### config.mk
export PLATFORM = sky130hd
export DESIGN_NAME = ldo_ctrl_top
export DESIGN_NICKNAME = d
export VERILOG_FILES = /design/src/verilog/ldo_ctrl_pkg.sv /design/src/verilog/ldo_channel.sv /design/src/verilog/ldo_ctrl_top.sv
export SDC_FILE = /design/constraint.sdc
export NUM_CORES = 1
export LEC_CHECK = 0
export CORE_AREA = 2 2 151 153
export DETAILED_ROUTE_END_ITERATION = 8
export DIE_AREA = 0 0 153 155
export DONT_BUFFER_PORTS = 1
export GPL_TIMING_DRIVEN = 0
export MAX_ROUTING_LAYER = met4
export PLACE_DENSITY_LB_ADDON = 0.2
export SYNTH_ARGS = -nofsm -noshare
export SYNTH_HDL_FRONTEND = slang
export SYNTH_SLANG_ARGS = --single-unit
export TNS_END_PERCENT = 100
### constraint.sdc
create_clock -name ref_clk -period 2.4 [get_ports ref_clk]
set_input_delay 0.36 -clock ref_clk [delete_from_list [all_inputs] [get_ports ref_clk]]
set_output_delay 0.36 -clock ref_clk [all_outputs]
set_load 0.02 [all_outputs]
### src/verilog/ldo_ctrl_pkg.sv
// Constants, register map and field layout for the four-regulator LDO control block.
// Assumes one 125 MHz clock, AXI4-Lite register access and OTP values presented as stable inputs.
//
// Function
// - Run-state enable 0 keeps the regulator off in run state.
// - Standby-state enable 0 keeps the regulator off in standby state.
// - Sequenced regulators get both enables set at power-up; others default to 0.
// - Enable 0 means disabled with output pull-down, regardless of switch mode.
// - Enable 1 with switch mode 0 runs the regulator normally.
// - Enable 1 with switch mode 1 runs it as a pass-through load switch.
// - Regulating versus switch choice comes only from the OTP bit.
// - Run-state output voltage comes from a 4-bit run voltage field.
// - Standby output voltage comes from a separate 4-bit standby field.
// - Both voltage fields load from the OTP default code at power up.
// - Codes 0 to 15 map to 1.5 through 5.0 volts in the listed order.
// - Second regulator may follow its enable pin and voltage-select pin in hardware mode.
// - In switch mode the enable bit opens or closes the switch.
// - Switch current limit applies only when its enable bit is 1.
// - Discharge path connects whenever a regulator is disabled, in either mode, except in the tie-bypass case below.
// - Tie-bypass bit with quick power-up-off state uses the weak pull-down instead.
package ldo_ctrl_pkg;

  // ==========================================================
  // Sizes
  localparam int unsigned NUM_REG    = 4;
  localparam int unsigned VCODE_W    = 4;
  localparam int unsigned HW_REG_IDX = 1;

  // ==========================================================
  // Register byte addresses
  localparam logic [7:0] ADDR_ENABLE  = 8'h00;
  localparam logic [7:0] ADDR_RUN_V   = 8'h04;
  localparam logic [7:0] ADDR_STBY_V  = 8'h08;
  localparam logic [7:0] ADDR_CONFIG  = 8'h0C;
  localparam logic [7:0] ADDR_STATUS  = 8'h10;
  localparam logic [7:0] ADDR_VOUT    = 8'h14;

  // ==========================================================
  // Field positions
  localparam int unsigned EN_RUN_LSB   = 0;
  localparam int unsigned EN_STBY_LSB  = 4;
  localparam int unsigned CFG_ILIM_LSB = 0;
  localparam int unsigned CFG_TBB_BIT  = 4;
  localparam int unsigned CFG_HW_BIT   = 5;
  localparam int unsigned ST_ON_LSB    = 0;
  localparam int unsigned ST_SW_LSB    = 4;
  localparam int unsigned ST_DIS_LSB   = 8;
  localparam int unsigned ST_TBB_LSB   = 12;
  localparam int unsigned ST_STBY_BIT  = 16;

  // ==========================================================
  // Reset values and bus answers
  localparam logic [31:0] RESET_ZERO  = 32'h0000_0000;
  localparam logic [1:0]  RESP_OKAY   = 2'h0;
  localparam logic [1:0]  RESP_SLVERR = 2'h2;

  // Output voltage in millivolts per code
  localparam logic [12:0] VOLT_MV [16] = '{
    13'd1500, 13'd1600, 13'd1800, 13'd1850, 13'd2150, 13'd2500, 13'd2800, 13'd3000,
    13'd3100, 13'd3150, 13'd3200, 13'd3300, 13'd3350, 13'd1650, 13'd1700, 13'd5000};

  typedef enum logic [1:0] {MODE_OFF, MODE_REGULATE, MODE_SWITCH} ldo_mode_e;

endpackage : ldo_ctrl_pkg

### src/verilog/ldo_channel.sv
// One regulator channel: mode decision, voltage selection and pull-down choice.
// Assumes enable and voltage fields already chosen from registers or pins.
`timescale 1ns/1ns
`default_nettype none
module ldo_channel
  import ldo_ctrl_pkg::*;
(
  // Clock and reset
  input  wire  logic               ref_clk,
  input  wire  logic               nrst,
  // Selected control
  input  wire  logic               enable_sel,
  input  wire  logic [VCODE_W-1:0] vcode_sel,
  input  wire  logic               otp_switch_mode_select,
  input  wire  logic               switch_current_limit_enable,
  input  wire  logic               tie_bypass_feature_enable,
  input  wire  logic               quick_powerup_off_state,
  // Analog controls
  output logic                     regulate_on,
  output logic                     switch_closed,
  output logic                     current_limit_on,
  output logic                     discharge_on,
  output logic                     weak_pulldown_on,
  output logic [VCODE_W-1:0]       vout_code,
  output logic [12:0]              vout_mv
);

  // ==========================================================
  // Mode decode
  ldo_mode_e mode_w;
  wire       tbb_w;

  assign mode_w = !enable_sel ? MODE_OFF :
                  otp_switch_mode_select ? MODE_SWITCH :
                  MODE_REGULATE;
  assign tbb_w  = tie_bypass_feature_enable && quick_powerup_off_state;

  // ==========================================================
  // Registered outputs
  always_ff @(posedge ref_clk or negedge nrst)
  begin
    if (!nrst)
    begin
      regulate_on      <= 1'b0;
      switch_closed    <= 1'b0;
      current_limit_on <= 1'b0;
      discharge_on     <= 1'b1;
      weak_pulldown_on <= 1'b0;
      vout_code        <= '0;
      vout_mv          <= '0;
    end
    else
    begin
      regulate_on      <= (mode_w == MODE_REGULATE);
      switch_closed    <= (mode_w == MODE_SWITCH);
      current_limit_on <= (mode_w == MODE_SWITCH) && switch_current_limit_enable;
      discharge_on     <= (mode_w == MODE_OFF) && !tbb_w;
      weak_pulldown_on <= (mode_w == MODE_OFF) && tbb_w;
      vout_code        <= vcode_sel;
      vout_mv          <= VOLT_MV[vcode_sel];
    end
  end

  a_off_pulldown: assert property (@(posedge ref_clk) disable iff (!nrst)
    !enable_sel |=> !regulate_on && !switch_closed && (discharge_on || weak_pulldown_on))
    else $error("disabled channel not pulled down");
  a_switch_mode: assert property (@(posedge ref_clk) disable iff (!nrst)
    enable_sel && otp_switch_mode_select |=> switch_closed && !regulate_on)
    else $error("switch mode not taken");
  a_regulate_mode: assert property (@(posedge ref_clk) disable iff (!nrst)
    enable_sel && !otp_switch_mode_select |=> regulate_on && !discharge_on)
    else $error("regulate mode not taken");
  a_ilim_gate: assert property (@(posedge ref_clk) disable iff (!nrst)
    current_limit_on |-> switch_closed && $past(switch_current_limit_enable))
    else $error("current limit outside switch mode");
  a_tbb_weak: assert property (@(posedge ref_clk) disable iff (!nrst)
    !enable_sel && tbb_w |=> weak_pulldown_on && !discharge_on)
    else $error("weak pull-down not used");
  a_code_volt: assert property (@(posedge ref_clk) disable iff (!nrst)
    vcode_sel == 4'hF |=> vout_mv == 13'd5000)
    else $error("code 15 not 5.0 V");

endmodule : ldo_channel
`default_nettype wire

### src/verilog/ldo_ctrl_top.sv
// Top of the LDO enable and mode control: AXI4-Lite registers, OTP load, state select.
// Assumes OTP inputs are valid while load_otp pulses and pins are synchronous.
//
// The AXI4-Lite slave port and the register offsets were left to the implementer.
`timescale 1ns/1ns
`default_nettype none
module ldo_ctrl_top
  import ldo_ctrl_pkg::*;
(
  // Clock and reset
  input  wire  logic                         ref_clk,
  input  wire  logic                         nrst,
  // AXI4-Lite write
  input  wire  logic [7:0]                   s_axi_awaddr,
  input  wire  logic                         s_axi_awvalid,
  output logic                               s_axi_awready,
  input  wire  logic [31:0]                  s_axi_wdata,
  input  wire  logic [3:0]                   s_axi_wstrb,
  input  wire  logic                         s_axi_wvalid,
  output logic                               s_axi_wready,
  output logic [1:0]                         s_axi_bresp,
  output logic                               s_axi_bvalid,
  input  wire  logic                         s_axi_bready,
  // AXI4-Lite read
  input  wire  logic [7:0]                   s_axi_araddr,
  input  wire  logic                         s_axi_arvalid,
  output logic                               s_axi_arready,
  output logic [31:0]                        s_axi_rdata,
  output logic [1:0]                         s_axi_rresp,
  output logic                               s_axi_rvalid,
  input  wire  logic                         s_axi_rready,
  // System state and power-up
  input  wire  logic                         standby_state,
  input  wire  logic                         quick_powerup_off_state,
  input  wire  logic                         load_otp,
  input  wire  logic [NUM_REG-1:0]           otp_in_sequence,
  input  wire  logic [NUM_REG-1:0]           otp_switch_mode_select,
  input  wire  logic [NUM_REG*VCODE_W-1:0]   otp_default_voltage_code,
  // Hardware control pins for the second regulator
  input  wire  logic                         second_regulator_enable_pin,
  input  wire  logic                         voltage_select_pin,
  // Regulator controls
  output logic [NUM_REG-1:0]                 regulate_on,
  output logic [NUM_REG-1:0]                 switch_closed,
  output logic [NUM_REG-1:0]                 current_limit_on,
  output logic [NUM_REG-1:0]                 discharge_on,
  output logic [NUM_REG-1:0]                 weak_pulldown_on,
  output logic [NUM_REG*VCODE_W-1:0]         vout_code
);

  // ==========================================================
  // Registers
  logic [NUM_REG-1:0]         reg_run_state_enable;
  logic [NUM_REG-1:0]         reg_standby_state_enable;
  logic [NUM_REG*VCODE_W-1:0] run_state_voltage_code;
  logic [NUM_REG*VCODE_W-1:0] standby_state_voltage_code;
  logic [NUM_REG-1:0]         switch_current_limit_enable;
  logic                       tie_bypass_feature_enable;
  logic                       hw_control_reg;

  // ==========================================================
  // Bus slave: one write and one read; a read answered after one cycle, a write after two
  logic        aw_held_reg;
  logic        w_held_reg;
  logic [7:0]  awaddr_reg;
  logic [31:0] wdata_reg;
  logic [3:0]  wstrb_reg;
  wire         wr_go;
  wire         wr_hit;
  wire         rd_go;
  wire  [31:0] rd_word;
  wire         rd_hit;
  wire  [31:0] status_word;

  function automatic logic known_addr(input logic [7:0] a, input logic wr);
    known_addr = (a == ADDR_ENABLE) || (a == ADDR_RUN_V) || (a == ADDR_STBY_V) ||
                 (a == ADDR_CONFIG) || (!wr && ((a == ADDR_STATUS) || (a == ADDR_VOUT)));
  endfunction : known_addr

  assign s_axi_awready = !aw_held_reg && !s_axi_bvalid;
  assign s_axi_wready  = !w_held_reg && !s_axi_bvalid;
  assign s_axi_arready = !s_axi_rvalid;
  assign wr_go         = aw_held_reg && w_held_reg;
  assign wr_hit        = known_addr(awaddr_reg, 1'b1);
  assign rd_go         = s_axi_arvalid && s_axi_arready;
  assign rd_hit        = known_addr(s_axi_araddr, 1'b0);

  always_ff @(posedge ref_clk or negedge nrst)
  begin
    if (!nrst)
    begin
      aw_held_reg  <= 1'b0;
      w_held_reg   <= 1'b0;
      awaddr_reg   <= '0;
      wdata_reg    <= RESET_ZERO;
      wstrb_reg    <= '0;
      s_axi_bvalid <= 1'b0;
      s_axi_bresp  <= RESP_OKAY;
    end
    else
    begin
      if (s_axi_awvalid && s_axi_awready)
      begin
        aw_held_reg <= 1'b1;
        awaddr_reg  <= s_axi_awaddr;
      end
      if (s_axi_wvalid && s_axi_wready)
      begin
        w_held_reg <= 1'b1;
        wdata_reg  <= s_axi_wdata;
        wstrb_reg  <= s_axi_wstrb;
      end
      if (wr_go)
      begin
        aw_held_reg  <= 1'b0;
        w_held_reg   <= 1'b0;
        s_axi_bvalid <= 1'b1;
        s_axi_bresp  <= wr_hit ? RESP_OKAY : RESP_SLVERR;
      end
      else if (s_axi_bvalid && s_axi_bready)
        s_axi_bvalid <= 1'b0;
    end
  end

  assign status_word = {15'h0000, standby_state, weak_pulldown_on, discharge_on, switch_closed, regulate_on};
  assign rd_word = (s_axi_araddr == ADDR_ENABLE) ? {24'h000000, reg_standby_state_enable, reg_run_state_enable} :
                   (s_axi_araddr == ADDR_RUN_V)  ? {16'h0000, run_state_voltage_code} :
                   (s_axi_araddr == ADDR_STBY_V) ? {16'h0000, standby_state_voltage_code} :
                   (s_axi_araddr == ADDR_CONFIG) ? {26'h0000000, hw_control_reg, tie_bypass_feature_enable,
                                                    switch_current_limit_enable} :
                   (s_axi_araddr == ADDR_STATUS) ? status_word :
                   (s_axi_araddr == ADDR_VOUT)   ? {16'h0000, vout_code} : RESET_ZERO;

  always_ff @(posedge ref_clk or negedge nrst)
  begin
    if (!nrst)
    begin
      s_axi_rvalid <= 1'b0;
      s_axi_rdata  <= RESET_ZERO;
      s_axi_rresp  <= RESP_OKAY;
    end
    else if (rd_go)
    begin
      s_axi_rvalid <= 1'b1;
      s_axi_rdata  <= rd_word;
      s_axi_rresp  <= rd_hit ? RESP_OKAY : RESP_SLVERR;
    end
    else if (s_axi_rready)
      s_axi_rvalid <= 1'b0;
  end

  // ==========================================================
  // Register writes; the OTP load overrides software in the same cycle
  wire wr_en   = wr_go && wr_hit && (awaddr_reg == ADDR_ENABLE) && wstrb_reg[0];
  wire wr_runv = wr_go && wr_hit && (awaddr_reg == ADDR_RUN_V);
  wire wr_stbv = wr_go && wr_hit && (awaddr_reg == ADDR_STBY_V);
  wire wr_cfg  = wr_go && wr_hit && (awaddr_reg == ADDR_CONFIG) && wstrb_reg[0];

  always_ff @(posedge ref_clk or negedge nrst)
  begin
    if (!nrst)
    begin
      reg_run_state_enable        <= '0;
      reg_standby_state_enable    <= '0;
      run_state_voltage_code      <= '0;
      standby_state_voltage_code  <= '0;
      switch_current_limit_enable <= '0;
      tie_bypass_feature_enable   <= 1'b0;
      hw_control_reg              <= 1'b0;
    end
    else if (load_otp)
    begin
      reg_run_state_enable       <= otp_in_sequence;
      reg_standby_state_enable   <= otp_in_sequence;
      run_state_voltage_code     <= otp_default_voltage_code;
      standby_state_voltage_code <= otp_default_voltage_code;
    end
    else
    begin
      if (wr_en)
      begin
        reg_run_state_enable     <= wdata_reg[EN_RUN_LSB +: NUM_REG];
        reg_standby_state_enable <= wdata_reg[EN_STBY_LSB +: NUM_REG];
      end
      for (int b = 0; b < 2; b++)
      begin
        if (wr_runv && wstrb_reg[b])
          run_state_voltage_code[b*8 +: 8] <= wdata_reg[b*8 +: 8];
        if (wr_stbv && wstrb_reg[b])
          standby_state_voltage_code[b*8 +: 8] <= wdata_reg[b*8 +: 8];
      end
      if (wr_cfg)
      begin
        switch_current_limit_enable <= wdata_reg[CFG_ILIM_LSB +: NUM_REG];
        tie_bypass_feature_enable   <= wdata_reg[CFG_TBB_BIT];
        hw_control_reg              <= wdata_reg[CFG_HW_BIT];
      end
    end
  end

  // ==========================================================
  // Per-channel selection and channel logic
  logic [12:0] vout_mv_w [NUM_REG];

  for (genvar i = 0; i < NUM_REG; i++)
  begin : g_ch
    wire               sw_en_w  = standby_state ? reg_standby_state_enable[i]
                                                : reg_run_state_enable[i];
    wire [VCODE_W-1:0] sw_v_w   = standby_state ? standby_state_voltage_code[i*VCODE_W +: VCODE_W]
                                                : run_state_voltage_code[i*VCODE_W +: VCODE_W];
    wire               hw_w     = hw_control_reg && (i == HW_REG_IDX);
    // Pin picks between the run and standby codes: no extra code field needed
    wire [VCODE_W-1:0] pin_v_w  = voltage_select_pin ? standby_state_voltage_code[i*VCODE_W +: VCODE_W]
                                                     : run_state_voltage_code[i*VCODE_W +: VCODE_W];
    wire               en_w     = hw_w ? second_regulator_enable_pin : sw_en_w;
    wire [VCODE_W-1:0] v_w      = hw_w ? pin_v_w : sw_v_w;

    ldo_channel u_ch (
      .ref_clk                     (ref_clk),
      .nrst                        (nrst),
      .enable_sel                  (en_w),
      .vcode_sel                   (v_w),
      .otp_switch_mode_select      (otp_switch_mode_select[i]),
      .switch_current_limit_enable (switch_current_limit_enable[i]),
      .tie_bypass_feature_enable   (tie_bypass_feature_enable),
      .quick_powerup_off_state     (quick_powerup_off_state),
      .regulate_on                 (regulate_on[i]),
      .switch_closed               (switch_closed[i]),
      .current_limit_on            (current_limit_on[i]),
      .discharge_on                (discharge_on[i]),
      .weak_pulldown_on            (weak_pulldown_on[i]),
      .vout_code                   (vout_code[i*VCODE_W +: VCODE_W]),
      .vout_mv                     (vout_mv_w[i])
    );
  end

  // ==========================================================
  // Checks
  a_run_disable: assert property (@(posedge ref_clk) disable iff (!nrst)
    !standby_state && !hw_control_reg && !reg_run_state_enable[0] |=> !regulate_on[0] && !switch_closed[0])
    else $error("run-state disable ignored");
  a_stby_disable: assert property (@(posedge ref_clk) disable iff (!nrst)
    standby_state && !hw_control_reg && !reg_standby_state_enable[2] |=> !regulate_on[2] && !switch_closed[2])
    else $error("standby disable ignored");
  a_otp_load: assert property (@(posedge ref_clk) disable iff (!nrst)
    load_otp |=> run_state_voltage_code == $past(otp_default_voltage_code)
      && standby_state_voltage_code == $past(otp_default_voltage_code)
      && reg_run_state_enable == $past(otp_in_sequence))
    else $error("OTP defaults not loaded");
  a_stby_volt: assert property (@(posedge ref_clk) disable iff (!nrst)
    standby_state && !load_otp |=> vout_code[3:0] == $past(standby_state_voltage_code[3:0]))
    else $error("standby voltage not selected");
  a_pin_enable: assert property (@(posedge ref_clk) disable iff (!nrst)
    hw_control_reg && !second_regulator_enable_pin |=> !regulate_on[1] && !switch_closed[1])
    else $error("enable pin ignored");
  a_bus_answer: assert property (@(posedge ref_clk) disable iff (!nrst)
    rd_go |=> s_axi_rvalid)
    else $error("read not answered");
  a_volt_table: assert property (@(posedge ref_clk) disable iff (!nrst)
    vout_code[11:8] == 4'hD |-> vout_mv_w[2] == 13'h672)
    else $error("code 13 not 1.65 V");

  c_switch_on:  cover property (@(posedge ref_clk) disable iff (!nrst) switch_closed[0]);
  c_hw_control: cover property (@(posedge ref_clk) disable iff (!nrst) hw_control_reg && regulate_on[1]);
  c_tbb:        cover property (@(posedge ref_clk) disable iff (!nrst) weak_pulldown_on[3]);
  c_state_swap: cover property (@(posedge ref_clk) disable iff (!nrst) $rose(standby_state) && regulate_on[0]);

endmodule : ldo_ctrl_top
`default_nettype wire

# Word level (Yosys, flattened, before mapping)
# Index checks and enable logic that the tools add are counted.
# totals
output_inout_bits,77
inputBits,88
word_cells,165
reg_bits,148
# op_classes
reduce_logical,60
n_bitwise,1
muxes,45
n_eq_ne,16
# op_table
operator,n
2-to-1 mux 17 bit,5
2-to-1 mux 16 bit,3
2-to-1 mux 4 bit,10
"== test 8 x 4 -> 1 bit, second input constant",4
2-to-1 mux 8 bit,4
logical AND 1 bit,31
2-to-1 mux 2 bit,10
nonzero test 2 bit,9
"== test 8 x 3 -> 1 bit, second input constant",2
"== test 8 x 5 -> 1 bit, second input constant",2
zero test 8 bit,2
2-to-1 mux 1 bit,13
"== test 2 x 1 -> 1 bit, second input constant",4
"== test 2 bit, second input constant",4
zero test 2 bit,4
logical OR 1 bit,8
zero test 1 bit,5
AND reduction 2 bit,1
inverter 1 bit,1

# Longest topological paths before layout
# depth
depth_word,9
ltp_mapped,6
ltp_nobuf,4

# Modules after synthesis
# From an unflattened synthesis, not the netlist that was laid out.
# unflattened
hier_cells,740
area_unflattened_um2,8627.0
# modules_own_cells
module,area_per_inst_um2,seq_area_each_um2,cells_each,n_inst
ldo_ctrl_top,4983.5,2377.3,424,1
ldo_channel at g_ch[0].u_ch ...,922.1,526.8,79,2
ldo_channel at g_ch[2].u_ch ...,899.6,526.8,79,2

# Worst setup path before layout
# Ideal clock, no wire load.
# synth_path
path_kind,register to register
from,reg s_axi_bvalid
to,reg wdata_reg[10]
stages_incl_launch_ff,6
setup_time_ps,125
required_ps,2275
synth_period_minus_slack_ps,2158
path_buffers,2
t_arrival_ps,2033
path_slack_ps,242
cell_sequence,dfrtp_1 nor2_1 and2_1 clkbuf_1 clkbuf_1 mux2_2
# synth_via
elab_chain_len,3
# synth_lines
element,line_no,rtl
"start, declared",ldo_ctrl_top.sv:22,"output logic s_axi_bvalid,"
"start signal, assigned",ldo_ctrl_top.sv:97,s_axi_bvalid <= 1'b0;
"start signal, assigned",ldo_ctrl_top.sv:117,s_axi_bvalid <= 1'b1;
"start signal, assigned",ldo_ctrl_top.sv:121,s_axi_bvalid <= 1'b0;
zero test 1 bit,ldo_ctrl_top.sv:81,assign s_axi_wready = !w_held_reg && !s_axi_bvalid;
logical AND 1 bit,ldo_ctrl_top.sv:81,
via s_axi_wready,ldo_ctrl_top.sv:20,"output logic s_axi_wready,"
logical AND 1 bit,ldo_ctrl_top.sv:107,if (s_axi_wvalid && s_axi_wready)
"end signal, assigned",ldo_ctrl_top.sv:110,wdata_reg <= s_axi_wdata;
"end, declared",ldo_ctrl_top.sv:66,logic [31:0] wdata_reg;
# The timed path passes the listed nets, and every way through them passes these cells.
# A chain may end at the register's enable or synchronous reset.

# Worst setup path in the final report
# Same ends and word-level chain as after synthesis.

==> results.yml <==
worst_setup_path:
  r2r_slack_ps: 290
  r2r_end: "wdata_reg[10]$_DFFE_PN0P_"
  slowest_stage: "dfrtp_1"
  r2r-start: "s_axi_bvalid$_DFFE_PN0P_"
  cp_cell_sequence: "nor2_1 -> and2_2 -> clkbuf_2 -> mux2_2"
  reg2reg_depth: 4
  critPathCaptureType: "flop"
  worstPathRequired_ps: 2690
  path_buf_inv: 1
  crit_type: "reg2reg"
  start_kind: "flop"
  path_delay_family: "simple AND/OR/NAND/NOR gates"
  path_max_fanout: 10
  crit_arrival_ps: 2400
  slowest_delay_ps: 480
finish:
  finish.utilization: 0.324
  fin_nets: 626
  layout-drive-gt1-share: 0.327
  area_delta_synth_final_pct: 18.2
  largest_reg_flops: 17
  design_area_um2: 7200
  top_register: "s_axi_rdata"
  fin_cells: 838
grt:
  grt_pass1_vias: 4155
  antenna_found_initial: 2
  grt_pass1_wl_um: 26200
  gr-usage-met2: 0.226
  grt_busiest_layer: "met2"
  met3_usage: 0.0563
  grt_use_met1: 0.186
  overflow: 0
  grt_max_degree: 132
  grt_usage: 0.152
floorplanning:
  core_um2: 22200
  die_w_um: 153
  dieArea_um2: 23700
  num_io_pins: 165
  die_h_um: 155
  start_util: 0.274
  rows: 55
cts:
  cts_root_buffer: "clkbuf_16"
  worstSkewPairLatency_ps: 410
  cts-buffers-inserted: 17
  cts.path.max_buffers: 2
  cts_sinks: 131
  htreeDepth: 4
  holdBufCountCts: 5
  cts_tree: "done"
  postCtsSetupRepairBufs: 0
  clkTransAtPathRegs_ps: 60
pwr:
  p_sw_frac: 0.297
  ir_drop_v: 0.000498
  cellInternalPower_mw: 5.48
  pwr-share-clk: 0.358
  leakagePower_nw: 3.12
  p_sw_mw: 2.31
  power_frac_comb: 0.180
  power_density_nw_per_um2: 1080
  seqPwrFrac: 0.461
  p_total_mw: 7.80
drt:
  via_count: 4066
  drt_iter0_drc: 250
  ant_nets: 0
  drt_wl_total_um: 17100
  route.detailed.drc: 0
  avgViaCountPerCell: 4.85
  drtPass1Iterations: 5
  detail_route.wl_per_cell_um: 20.5
placed_design:
  dp.cells: 800
  io_buffers: 0
  dp_hpwl_um: 13000
  gp_congestion: 0.890
  pre_cts_ws_ps: -328
  post_dp_cell_area_um2: 6500
yosys:
  synth_top_area_frac: 0.522
  synth_ff_type: "dfrtp_1"
  synth.most_common_cell: "dfrtp_1"
  synth.largest_area_cell: "dfrtp_1"
  synthTopCellsByArea: "dfrtp_1 (52%), mux2_2 (18%), buf_4 (4.6%)"
  synth_edf_count: 0
  synthArstFlopShare: 1.00
  synth_seq_cells: 131
  synth.top_cells.by_count: "dfrtp_1 (127), mux2_2 (99), buf_4 (37), a21oi_1 (27), nand2_1 (23)"
  ys_warn_count: 0
  yosysUniqueCellTypes: 39
  netlist_area_um2: 6090
  synth.avg_cell_area_um2: 12.2
  syn_inst: 499
  ys_seq_area_frac: 0.539
sta:
  tightest_slew_ps: 1140
  min_period_over_period: 0.879
  finClkSkew_ps: 8.59
  finalMaxSlewViolations: 0
  holdWs_ps: -357
  min_period_ps: 2110
  tns_ps: 0
  hold_violations: 131
  rsz0062_at_grt: "no"
  setup_ws_ps: 290
  setup_violations: 0
  max_freq_ghz: 0.474
  relSlewSlack: 0.234
run_status:
  violations: "hold timing"
  outcome: "finished with violations"
worst_hold_path:
  hp-class: "in2async"
job:
  max-cap-violations: 0
## placed cells by master, fill, tap and decap left out, types with 5 or more instances in the layout
cell type      count
a21o_1            10
a21oi_1           27
a2bb2oi_1          9
a31oi_1            8
and2_1            13
buf_4             37
clkbuf_1          20
clkbuf_16         17
conb_1            17
dfrtp_1          127
dlygate4sd3_1      5
mux2_2            99
mux2i_1           17
nand2_1           23
nor2_1            16
nor2b_1            8
o21ai_0           21
o31ai_1           15
o32a_1             6
## logic make-up after synthesis
logic type / Yosys count / share of synthesized area
other: 1 / 0.000616
AO/OA/AOI/OAI: 105 / 0.116
AND/OR/NAND/NOR: 82 / 0.0703
flip-flops: 131 / 0.539
buffers and inverters: 64 / 0.0627
multiplexers: 116 / 0.211
## repair_timing
item                       in CTS  in global routing
gates resized for setup         1                  1
hold endpoints to repair      138                131
setup endpoints to repair      10                  9
cloned                          0                  0
## metal layers
metal  vias up  wire length, µm
met5         -                0
met1      2043             7460
met3        26             1330
met2       156             7840
li1       1841                -
met4         0              522
## worst max path at each step
stage | start | cells past startpoint | slack, ps | end
global route | aw_held_reg$_DFFE_PN0P_ | 5 | 130 | switch_current_limit_enable[2]$_DFFE_PN0P_
detailed placement | s_axi_bvalid$_DFFE_PN0P_ | 5 | -330 | wdata_reg[10]$_DFFE_PN0P_
floorplan | s_axi_bvalid$_DFFE_PN0P_ | 5 | 240 | wdata_reg[10]$_DFFE_PN0P_
finish | s_axi_bvalid$_DFFE_PN0P_ | 4 | 290 | wdata_reg[10]$_DFFE_PN0P_
CTS | s_axi_bvalid$_DFFE_PN0P_ | 4 | 20 | wdata_reg[10]$_DFFE_PN0P_
global placement | s_axi_bvalid$_DFFE_PN0P_ | 5 | -300 | wdata_reg[9]$_DFFE_PN0P_
## layout make-up
type | count | area (µm²)
multi-input combinational | 320 | 2480
sequential | 131 | 3280
buffer | 60 | 368
antenna | 2 | 5.00
clock inverter | 8 | 148
fill | 2234 | 15000
timing repair buffer | 5 | 50.0
tap | 285 | 357
inverter | 3 | 11.3
clock buffer | 24 | 492
## power by group through the flow
stage	Combinational [mW]	Sequential, mW	Clock, mW
3_3_place_gp	1.38	3.61	0
6_report	1.41	3.60	2.80
2_1_floorplan	1.19	3.38	0
5_1_grt	1.56	3.69	2.97
4_1_cts	1.43	3.60	2.85
3_5_place_dp	1.42	3.63	0
(Power assumes the default switching activity.)
